**config.mk**
```make
export PLATFORM = sky130hd
export DESIGN_NAME = sgc_global_ctrl
export DESIGN_NICKNAME = d
export VERILOG_FILES = /design/src/hdl/sgc_pkg.sv /design/src/hdl/sgc_global_ctrl.sv
export SDC_FILE = /design/constraint.sdc
export NUM_CORES = 1
export LEC_CHECK = 0
export BUFFER_PORTS_ARGS = -buffer_cell sky130_fd_sc_hd__buf_4
export CORE_MARGIN = 2
export CORE_UTILIZATION = 60
export CTS_BUF_LIST = sky130_fd_sc_hd__clkbuf_8
export CTS_CLUSTER_DIAMETER = 30
export CTS_CLUSTER_SIZE = 10
export DETAILED_ROUTE_END_ITERATION = 10
export PLACE_DENSITY_LB_ADDON = 0.1
export SYNTH_ARGS = -nofsm -noshare
export SYNTH_HDL_FRONTEND = slang
export SYNTH_SLANG_ARGS = --single-unit
```
**constraint.sdc**
```tcl
create_clock -name mclk -period 4.5 [get_ports mclk]
set_clock_uncertainty 0.1 [all_clocks]
set_input_delay 0.9 -clock mclk [delete_from_list [all_inputs] [get_ports mclk]]
set_output_delay 0.9 -clock mclk [all_outputs]
set_load 0.05 [all_outputs]
```
**src/hdl/sgc_pkg.sv**
```systemverilog
package sgc_pkg;

  // ==========================================================
  // bus shape
  localparam int ADDR_W = 24;
  localparam int DATA_W = 32;
  localparam int REG_W = 16;

  // ==========================================================
  // decode: bit 23 follows the module-map select, bits 22:9 pick the module
  localparam int MAP_BIT = 23;
  localparam int BASE_HI = 22;
  localparam int BASE_LO = 9;
  localparam logic [13:0] MODULE_BASE = 14'h3E00;
  localparam int OFS_HI = 8;

  // ==========================================================
  // register byte offsets inside the module window
  localparam logic [8:0] OFS_CONFIG = 9'h000;
  localparam logic [8:0] OFS_TEST = 9'h004;
  localparam logic [8:0] OFS_INTR = 9'h008;
  localparam logic [8:0] OFS_QCTL3 = 9'h00C;
  localparam logic [8:0] OFS_ASYNC = 9'h010;
  localparam logic [8:0] OFS_RAM = 9'h100;
  localparam int RAM_DEPTH = 16;
  localparam int RAM_IDX_W = 4;
  localparam int RAM_IDX_LO = 2;

  // ==========================================================
  // config register fields
  localparam int CFG_STOP = 15;
  localparam int CFG_FRZ_HI = 14;
  localparam int CFG_FRZ_LO = 13;
  localparam int CFG_ARB_HI = 3;
  localparam int CFG_ARB_LO = 0;
  localparam logic [REG_W-1:0] CFG_MASK = 16'hE00F;
  localparam logic [REG_W-1:0] CFG_RESET = 16'h8000;

  // ==========================================================
  // interrupt word: level byte high, vector byte low
  localparam int LVL_Q_HI = 13;
  localparam int LVL_Q_LO = 11;
  localparam int LVL_A_HI = 10;
  localparam int LVL_A_LO = 8;
  localparam logic [REG_W-1:0] INTR_MASK = 16'h3FFE;
  localparam logic [REG_W-1:0] INTR_RESET = 16'h000F;
  localparam logic [REG_W-1:0] VEC_LOW_ONE = 16'h0001;

  // ==========================================================
  // queued port control three and async port control
  localparam int Q3_HALT = 0;
  localparam int Q3_HALTACK = 1;
  localparam logic [REG_W-1:0] Q3_MASK = 16'h0001;
  localparam int AS_RXEN = 0;
  localparam int AS_TXEN = 1;
  localparam logic [REG_W-1:0] AS_MASK = 16'h0003;
  localparam logic [REG_W-1:0] ZERO16 = 16'h0000;

  typedef enum logic [1:0] {
    Q_RUN,
    Q_DRAIN,
    Q_HALTED
  } sgc_qstate_t;

  typedef struct packed {
    logic sel;
    logic enable;
    logic write;
    logic [ADDR_W-1:0] addr;
    logic [DATA_W-1:0] wdata;
    logic [3:0] strb;
  } sgc_apb_req_t;

  typedef struct packed {
    logic [2:0] levelQueued;
    logic [2:0] levelAsync;
    logic [7:1] vectorHigh;
  } sgc_irq_cfg_t;

endpackage

```
**src/hdl/sgc_global_ctrl.sv**
```systemverilog
`timescale 1ns/100ps
// How it works
// - stop bit gates module clock, enters low power
// - while stopped only config reads valid
// - writes still stored while stopped
// - stop set by reset and CPU write
// - two-bit freeze field selects freeze reaction
// - freeze high bit halts at transfer boundary
// - freeze low bit has no effect
// - unimplemented bits ignore writes, read zero
// - level and vector bytes share word
// - address top bit from module-map select
// - one vector base, two request levels
module sgc_global_ctrl (
  input wire logic mclk,
  input wire logic sys_rst,
  input wire logic psel,
  input wire logic penable,
  input wire logic pwrite,
  input wire logic [sgc_pkg::ADDR_W-1:0] paddr,
  input wire logic [sgc_pkg::DATA_W-1:0] pwdata,
  input wire logic [3:0] pstrb,
  output logic [sgc_pkg::DATA_W-1:0] prdata,
  output logic pready,
  output logic pslverr,
  input wire logic moduleMapSelect,
  input wire logic busFreeze,
  input wire logic xferBoundary,
  output logic moduleClkEn,
  output logic queuedHalt,
  output logic asyncRxEnable,
  output logic asyncTxEnable,
  output sgc_pkg::sgc_irq_cfg_t irqCfg
);

  // ==========================================================
  // request decode
  sgc_pkg::sgc_apb_req_t req;
  assign req = '{sel: psel, enable: penable, write: pwrite, addr: paddr,
                 wdata: pwdata, strb: pstrb};

  logic [sgc_pkg::REG_W-1:0] cfg_q;
  logic [sgc_pkg::REG_W-1:0] intr_q;
  logic [sgc_pkg::REG_W-1:0] qctl3_q;
  logic [sgc_pkg::REG_W-1:0] async_q;
  logic [sgc_pkg::REG_W-1:0] ram [sgc_pkg::RAM_DEPTH];
  sgc_pkg::sgc_qstate_t qState_q;
  logic [sgc_pkg::DATA_W-1:0] prdata_q;
  logic [sgc_pkg::DATA_W-1:0] rdata_d;
  logic pready_q;
  logic pslverr_q;
  logic clkEn_q;
  logic qHalt_q;
  logic rxEn_q;
  logic txEn_q;
  sgc_pkg::sgc_irq_cfg_t irq_q;

  logic inModule;
  logic [sgc_pkg::OFS_HI:0] ofs;
  logic isRam;
  logic [sgc_pkg::RAM_IDX_W-1:0] ramIdx;
  logic mapped;
  logic wrDone;
  logic stopped;
  logic haltWanted;

  // merge the two low byte lanes of the bus into a 16-bit register
  function automatic logic [sgc_pkg::REG_W-1:0] laneMerge(
    input logic [sgc_pkg::REG_W-1:0] old,
    input logic [sgc_pkg::DATA_W-1:0] wd,
    input logic [3:0] be,
    input logic [sgc_pkg::REG_W-1:0] mask
  );
    logic [sgc_pkg::REG_W-1:0] nv;
    nv = old;
    if (be[0]) begin
      nv[7:0] = wd[7:0];
    end
    if (be[1]) begin
      nv[15:8] = wd[15:8];
    end
    laneMerge = (nv & mask) | (old & ~mask);
  endfunction

  function automatic logic ofsIs(
    input logic [sgc_pkg::OFS_HI:0] a,
    input logic [sgc_pkg::OFS_HI:0] b
  );
    ofsIs = (a == b);
  endfunction

  // the module window moves with the map select bit
  assign inModule = (req.addr[sgc_pkg::MAP_BIT] == moduleMapSelect) &&
                    (req.addr[sgc_pkg::BASE_HI:sgc_pkg::BASE_LO] == sgc_pkg::MODULE_BASE);
  assign ofs = req.addr[sgc_pkg::OFS_HI:0];
  assign isRam = ofs[sgc_pkg::OFS_HI];
  assign ramIdx = ofs[sgc_pkg::RAM_IDX_LO +: sgc_pkg::RAM_IDX_W];
  assign mapped = inModule && (isRam || ofsIs(ofs, sgc_pkg::OFS_CONFIG) ||
                  ofsIs(ofs, sgc_pkg::OFS_TEST) || ofsIs(ofs, sgc_pkg::OFS_INTR) ||
                  ofsIs(ofs, sgc_pkg::OFS_QCTL3) || ofsIs(ofs, sgc_pkg::OFS_ASYNC));
  // writes land only at the edge where the master sees pready
  assign wrDone = req.sel && req.enable && pready_q && req.write && mapped;
  assign stopped = cfg_q[sgc_pkg::CFG_STOP];

  // ==========================================================
  // config register: stop, freeze field, arbitration id
  always_ff @(posedge mclk) begin
    if (sys_rst) begin
      cfg_q <= sgc_pkg::CFG_RESET;
    end else if (wrDone && !isRam && ofsIs(ofs, sgc_pkg::OFS_CONFIG)) begin
      // freeze low bit is stored and read back, but no logic uses it
      cfg_q <= laneMerge(cfg_q, req.wdata, req.strb, sgc_pkg::CFG_MASK);
    end
  end

  // ==========================================================
  // interrupt level byte and vector byte in one word
  always_ff @(posedge mclk) begin
    if (sys_rst) begin
      intr_q <= sgc_pkg::INTR_RESET;
    end else if (wrDone && !isRam && ofsIs(ofs, sgc_pkg::OFS_INTR)) begin
      // vector bit 0 is supplied per source, so writes to it are dropped
      intr_q <= laneMerge(intr_q, req.wdata, req.strb, sgc_pkg::INTR_MASK);
    end
  end

  // ==========================================================
  // port controls; accepted even while stopped
  always_ff @(posedge mclk) begin
    if (sys_rst) begin
      qctl3_q <= sgc_pkg::ZERO16;
    end else if (wrDone && !isRam && ofsIs(ofs, sgc_pkg::OFS_QCTL3)) begin
      qctl3_q <= laneMerge(qctl3_q, req.wdata, req.strb, sgc_pkg::Q3_MASK);
    end
  end

  always_ff @(posedge mclk) begin
    if (sys_rst) begin
      async_q <= sgc_pkg::ZERO16;
    end else if (wrDone && !isRam && ofsIs(ofs, sgc_pkg::OFS_ASYNC)) begin
      async_q <= laneMerge(async_q, req.wdata, req.strb, sgc_pkg::AS_MASK);
    end
  end

  // ==========================================================
  // queue RAM: writes always land, reads blocked while stopped
  always_ff @(posedge mclk) begin
    if (wrDone && isRam) begin
      ram[ramIdx] <= laneMerge(ram[ramIdx], req.wdata, req.strb, 16'hFFFF);
    end
  end

  // ==========================================================
  // queued port halt sequencing
  assign haltWanted = qctl3_q[sgc_pkg::Q3_HALT] ||
                      (cfg_q[sgc_pkg::CFG_FRZ_HI] && busFreeze);

  always_ff @(posedge mclk) begin
    if (sys_rst) begin
      qState_q <= sgc_pkg::Q_RUN;
    end else begin
      unique case (qState_q)
        sgc_pkg::Q_RUN: begin
          if (haltWanted) begin
            qState_q <= sgc_pkg::Q_DRAIN;
          end
        end
        sgc_pkg::Q_DRAIN: begin
          // the transfer in flight is allowed to finish
          if (!haltWanted) begin
            qState_q <= sgc_pkg::Q_RUN;
          end else if (xferBoundary) begin
            qState_q <= sgc_pkg::Q_HALTED;
          end
        end
        sgc_pkg::Q_HALTED: begin
          if (!haltWanted) begin
            qState_q <= sgc_pkg::Q_RUN;
          end
        end
        default: begin
          qState_q <= sgc_pkg::Q_RUN;
        end
      endcase
    end
  end

  // ==========================================================
  // outputs to the sub-units, all registered
  always_ff @(posedge mclk) begin
    if (sys_rst) begin
      clkEn_q <= 1'b0;
    end else begin
      // registers sit outside the gated domain, so resuming loses nothing
      clkEn_q <= !stopped;
    end
  end

  always_ff @(posedge mclk) begin
    if (sys_rst) begin
      qHalt_q <= 1'b0;
      rxEn_q <= 1'b0;
      txEn_q <= 1'b0;
    end else begin
      qHalt_q <= (qState_q != sgc_pkg::Q_RUN);
      rxEn_q <= async_q[sgc_pkg::AS_RXEN];
      txEn_q <= async_q[sgc_pkg::AS_TXEN];
    end
  end

  always_ff @(posedge mclk) begin
    if (sys_rst) begin
      irq_q <= '0;
    end else begin
      irq_q.levelQueued <= intr_q[sgc_pkg::LVL_Q_HI:sgc_pkg::LVL_Q_LO];
      irq_q.levelAsync <= intr_q[sgc_pkg::LVL_A_HI:sgc_pkg::LVL_A_LO];
      irq_q.vectorHigh <= intr_q[7:1];
    end
  end

  // ==========================================================
  // read mux
  always_comb begin
    rdata_d = '0;
    if (isRam) begin
      // limitation: queue RAM is unreadable while stopped, returns zero
      if (!stopped) begin
        rdata_d[sgc_pkg::REG_W-1:0] = ram[ramIdx];
      end
    end else if (ofsIs(ofs, sgc_pkg::OFS_CONFIG)) begin
      rdata_d[sgc_pkg::REG_W-1:0] = cfg_q & sgc_pkg::CFG_MASK;
    end else if (!stopped) begin
      if (ofsIs(ofs, sgc_pkg::OFS_INTR)) begin
        rdata_d[sgc_pkg::REG_W-1:0] = intr_q | sgc_pkg::VEC_LOW_ONE;
      end else if (ofsIs(ofs, sgc_pkg::OFS_QCTL3)) begin
        rdata_d[sgc_pkg::REG_W-1:0] = qctl3_q & sgc_pkg::Q3_MASK;
        rdata_d[sgc_pkg::Q3_HALTACK] = (qState_q == sgc_pkg::Q_HALTED);
      end else if (ofsIs(ofs, sgc_pkg::OFS_ASYNC)) begin
        rdata_d[sgc_pkg::REG_W-1:0] = async_q & sgc_pkg::AS_MASK;
      end
    end
  end

  // ==========================================================
  // APB answer: one wait state, then pready for one cycle
  always_ff @(posedge mclk) begin
    if (sys_rst) begin
      pready_q <= 1'b0;
      pslverr_q <= 1'b0;
      prdata_q <= '0;
    end else if (req.sel && req.enable && !pready_q) begin
      pready_q <= 1'b1;
      pslverr_q <= !mapped;
      // stopped reads other than config are not guaranteed; they answer zero
      prdata_q <= (mapped && !req.write) ? rdata_d : '0;
    end else begin
      pready_q <= 1'b0;
      pslverr_q <= 1'b0;
    end
  end

  assign prdata = prdata_q;
  assign pready = pready_q;
  assign pslverr = pslverr_q;
  assign moduleClkEn = clkEn_q;
  assign queuedHalt = qHalt_q;
  assign asyncRxEnable = rxEn_q;
  assign asyncTxEnable = txEn_q;
  assign irqCfg = irq_q;

endmodule

```
# Word-level counts from Yosys, hierarchy flattened
# Memories as Yosys holds them, arrays and structs flattened.
# Index checks and enable logic that the tools add are counted.
# totals
rom_bits	0
out_inout_bits	51
latchBits	0
mem_bits_rw	256
mem_count	1
inputBits	68
register_bits	117
# memory_table
name	depth	width	read_ports	rd_clocked_by_memory_dff	wr	line	rtl
ram	16	16	1	0	1	sgc_global_ctrl.sv:46	logic [sgc_pkg::REG_W-1:0] ram [sgc_pkg::RAM_DEPTH];
# op_classes
add_sub_neg	0
mux	38
n_lt_le_gt_ge	0
mul	0
bitwise	5
eq_ne	11
shift	0
n_reduce_logical	31
div_mod_pow	0
# op_table
op	n
$mux 16	6
$mux 8	10
$eq 9x4->1 const B	2
$mux 2	9
$mux 6	3
$or 1x16->16	1
$or 14x16->16	1
$or 16x13->16	1
$or 2x16->16	1
$logic_and 1x1->1	15
$eq 14x14->1 const B	1
$mux 4	3
$eq 9x3->1 const B	1
$eq 9x5->1 const B	1
$logic_not 9->1	1
$logic_or 1x1->1	6
$mux 1	6
$pmux 2 s3	1
$logic_not 1->1	5
$ne 2x2->1 const B	2
$ne 3x3->1 const B	1
$reduce_and 3->1	1
$eq 2x1->1 const B	1
$eq 2x2->1 const B	1
5 further kinds	5

# Longest topological paths before layout
# logic_depth
word_depth	13
mapped_depth	8
depth_no_buf	5

# Worst setup path before layout
# OpenSTA, ideal clock, no wires.
# synth_timing
path_type	input -> register
start	input port paddr[9] (netlist bit)
end	memory ram[3][0] (netlist bit), enable pin
t_arrival_ns	3.290
slack_ns	0.701
cell_stages	5
path_cell_list	or4_1 > nor4_1 > and4_1 > nand3_1 > nor3_1
# synth_via
elab_chain_cells	7
# synth_rtl
item	line	rtl
from (decl)	sgc_global_ctrl.sv:20	input wire logic [sgc_pkg::ADDR_W-1:0] paddr,
$eq 14x14->1	sgc_global_ctrl.sv:94	(req.addr[sgc_pkg::BASE_HI:sgc_pkg::BASE_LO] == sgc_pkg::MODULE_BASE);
$logic_and 1x1->1	sgc_global_ctrl.sv:93	assign inModule = (req.addr[sgc_pkg::MAP_BIT] == moduleMapSelect) &&
$logic_and 1x1->1	sgc_global_ctrl.sv:98	assign mapped = inModule && (isRam || ofsIs(ofs, sgc_pkg::OFS_CONFIG) ||
$logic_and 1x1->1	sgc_global_ctrl.sv:102	assign wrDone = req.sel && req.enable && pready_q && req.write && mapped;
$logic_and 1x1->1	sgc_global_ctrl.sv:148	if (wrDone && isRam) begin
$mux 1	sgc_global_ctrl.sv:148	
$mux 1 (implied by the code)	sgc_global_ctrl.sv:149	ram[ramIdx] <= laneMerge(ram[ramIdx], req.wdata, req.strb, 16'hFFFF);
to (decl)	sgc_global_ctrl.sv:46	
# Every way passes these cells.

==> results_dict.tcl <==
set metrics [dict create \
    outcome "finished clean" \
    fin_setup_tns_ns 0 \
    cts_root_buffer "clkbuf_8" \
    slew_viol_final 0 \
    drc_errors 0 \
    overflow 0 \
    rows 54 \
    h-tree-depth 2 \
    ys_seq_area_share_pct 67.42 \
    synth-main-ff-cell "edfxtp_1" \
    yosysTopAreaCell "edfxtp_1" \
    wl_per_cell_um 22.91 \
    pre_cts_ws_ns 0.7273 \
    synthToLayoutAreaGrowth_pct 16.49 \
    cts_resized 0 \
    cts_tree "yes" \
    nNetsFinal 1035 \
    avgSynthCellArea_um2 15.81 \
    power_switching_w 0.001426 \
    via_per_inst 6.065 \
    required_ns 4.66 \
    die_h_um 152.2 \
    drive_above_1_share_pct 33.79 \
    start_util_pct 60.79 \
    synth-edff-count 256 \
    synth_top_area_share_pct 58.31 \
    rsz0062_at_grt "false" \
    fmax_mhz 317.2 \
    p_leak_nw 5.362 \
    p_per_area_mw_per_mm2 409.2 \
    netlist_area_mm2 0.01318 \
    num_vias 7836 \
    min_period_ns 3.152 \
    clkSinkCount 316 \
    top_level_ports 119 \
    coreArea_mm2 0.02169 \
    grt_pass1_wl_mm 45.48 \
    synth_seq_cells 316 \
    antenna_found_initial 0 \
    async_reset_ff_share_pct 0 \
    p_int_w 0.004858 \
    power_frac_clock_pct 42.8 \
    peakVddDrop_mv 0.3504 \
    grt_max_degree 64 \
    synthCells 834 \
    drt_first_iter_violations 853 \
    wl_mm 29.60 \
    final_antenna_net_count 0 \
    clk_pin_slew_ns 0.05 \
    pwr-share-seq_pct 50.8 \
    cts_buffers 54 \
    finalCritPeriodShare_pct 70.05 \
    grt_use_total_pct 25.67 \
    synthTopCellsByArea "edfxtp_1, dfxtp_1, mux4_2, mux2_2, mux2i_1" \
    antenna_cells 0 \
    worst_setup_path_end_kind "flop" \
    clockBufferDepth 3 \
    insertion_delay_ns 0.58 \
    p_comb_share_pct 6.3 \
    ys_types 63 \
    critPathLaunchType "primary input" \
    fp.dieW_um 152.2 \
    grt_pass1_vias 7857 \
    maxCapViolations 0 \
    final_cells 1292 \
    worstPathMaxFanout 57 \
    slew_headroom_pct 24.80 \
    tightest_slew_ns 1.116 \
    dieArea_mm2 0.02318 \
    setup_slack_ns 1.348 \
    setup_viol 0 \
    p_sw_share_pct 22.69 \
    worstSetupPathType "primary input to flop" \
    hold_viol 0 \
    dr.pass1.iters 5 \
    gp_congestion 0.8655 \
    critPathArrivalTime_ns 3.31 \
    dpl.hpwl_mm 19.00 \
    port_buffers 84 \
    final_util_pct 70.81 \
    hold_buffers 0 \
    hp-class "flop to flop" \
    postCtsSetupBuffers 0 \
    dp_cells 1191 \
    synth_warnings 0 \
]
==> layout make-up <==
| cell class | instances | area, um^2 |
|---|---|---|
| Timing Repair Buffer | 127 | 953.4 |
| Sequential cell | 316 | 8889 |
| Fill cell | 1411 | 6330 |
| Tap cell | 280 | 350.3 |
| Clock inverter | 42 | 349.1 |
| Multi-Input combinational cell | 462 | 3983 |
| Clock buffer | 59 | 812.0 |
| Inverter | 6 | 22.52 |
==> power by group through the flow <==
stage	clock, W	combinational [W]	sequential (W)
finish	0.00269	0.000398	0.00319
CTS	0.00274	0.000397	0.00319
detailed placement	0	0.000395	0.00326
global route	0.00287	0.000429	0.00319
floorplan	0	0.000268	0.00326
global placement	0	0.000381	0.00326
==> cell families (layout without fill, tap and decap cells) <==
logic type / Yosys count / after routing / synth area share (%)
mux: 131 / 131 / 15.52
buf+inv: 71 / 234 / 3.008
simple gates: 211 / 211 / 8.807
flops: 316 / 316 / 67.42
xor+xnor: 1 / 1 / 0.06644
other cells: 1 / 16 / 0.02844
compound gates: 103 / 103 / 5.153
==> synthesized netlist by cell type, types with 2 or more instances <==
cell type	instances
buf_1	9
inv_1	6
mux4_2	53
nand2_1	50
nor2_1	30
nor4_2	3
buf_2	13
o21ai_0	29
nor3_1	20
buf_6	3
nand3_1	25
nor2b_1	28
and2_1	4
nand4_1	2
buf_4	16
a22o_1	3
clkbuf_8	3
and3_1	5
o211ai_1	2
mux2_2	57
mux2i_1	21
nor4_1	5
dfxtp_1	60
a41oi_1	2
nor4b_1	2
clkbuf_1	20
a21oi_1	22
edfxtp_1	256
nor4bb_1	2
o21ai_1	9
or4_1	2
nand2b_1	9
a22oi_1	14
or2_2	2
nand3b_1	7
a221oi_1	13
==> registers in the layout, summed over array words and instances, names as in the netlist <==
| register | flops |
|---|---|
| ram | 256 |
| prdata | 16 |
| intr_q | 13 |
| irqCfg | 13 |
| cfg_q | 7 |
| async_q | 2 |
| qState_q | 2 |
| asyncRxEnable | 1 |
| asyncTxEnable | 1 |
| moduleClkEn | 1 |
| pready | 1 |
| pslverr | 1 |
| qctl3_q | 1 |
| queuedHalt | 1 |
==> metal layers <==
layer,track usage (%),wire length (um),vias up
li1,-,-,3522
met1,36.99,12230,3887
met2,39.64,13900,371
met3,6.428,2834,56
met4,7.343,640,0
met5,0,0,-
==> placed cells by master (no fill, tap or decap), types with 3 or more instances in the layout <==
cell / synthesis / routed
a21oi_1: 22 / 22
a221oi_1: 13 / 13
a22o_1: 3 / 3
a22oi_1: 14 / 14
and2_1: 4 / 4
and3_1: 5 / 5
buf_4: 16 / 127
bufinv_16: 0 / 5
clkbuf_8: 3 / 59
clkinv_1: 0 / 8
clkinv_2: 0 / 10
clkinv_4: 0 / 5
clkinvlp_4: 0 / 4
conb_1: 1 / 16
dfxtp_1: 60 / 60
edfxtp_1: 256 / 256
inv_1: 6 / 14
mux2_2: 57 / 57
mux2i_1: 21 / 21
mux4_2: 53 / 53
nand2_1: 50 / 50
nand2b_1: 9 / 9
nand3_1: 25 / 25
nand3b_1: 7 / 7
nor2_1: 30 / 30
nor2b_1: 28 / 28
nor3_1: 20 / 16
nor3_2: 0 / 4
nor4_1: 5 / 5
nor4_2: 3 / 3
o21ai_0: 29 / 29
o21ai_1: 9 / 9
==> through the flow <==
stage / total power (W) / hold WS [ns] / instance area [um^2]
finish: 0.006284 / 0.3612 / 15360
global placement: 0.003636 / 0.3387 / 14200
CTS: 0.006328 / 0.3596 / 15360
detailed placement: 0.003651 / 0.3534 / 14200
global route: 0.006494 / 0.3933 / 15360
floorplan: 0.003532 / 0.3238 / 13240
==> critical path, stage by stage <==
cell and delay [ns]:
buf_4 0.75, mux4_2 0.60, mux2_2 0.34, mux2_2 0.29, mux2_2 0.40
==> path summary, 6_finish.rpt <==
path / start / end / slack (ns) / cells after the start
max: paddr[3] / ram[3][10] / 1.35 / 5
min: prdata[14] / prdata[14] / 0.36 / 2
max reg2reg: pready / prdata[14] / 2.12 / 5
min reg2reg: prdata[14] / prdata[14] / 0.36 / 2
Note: power is estimated with default switching activity, not from simulation.
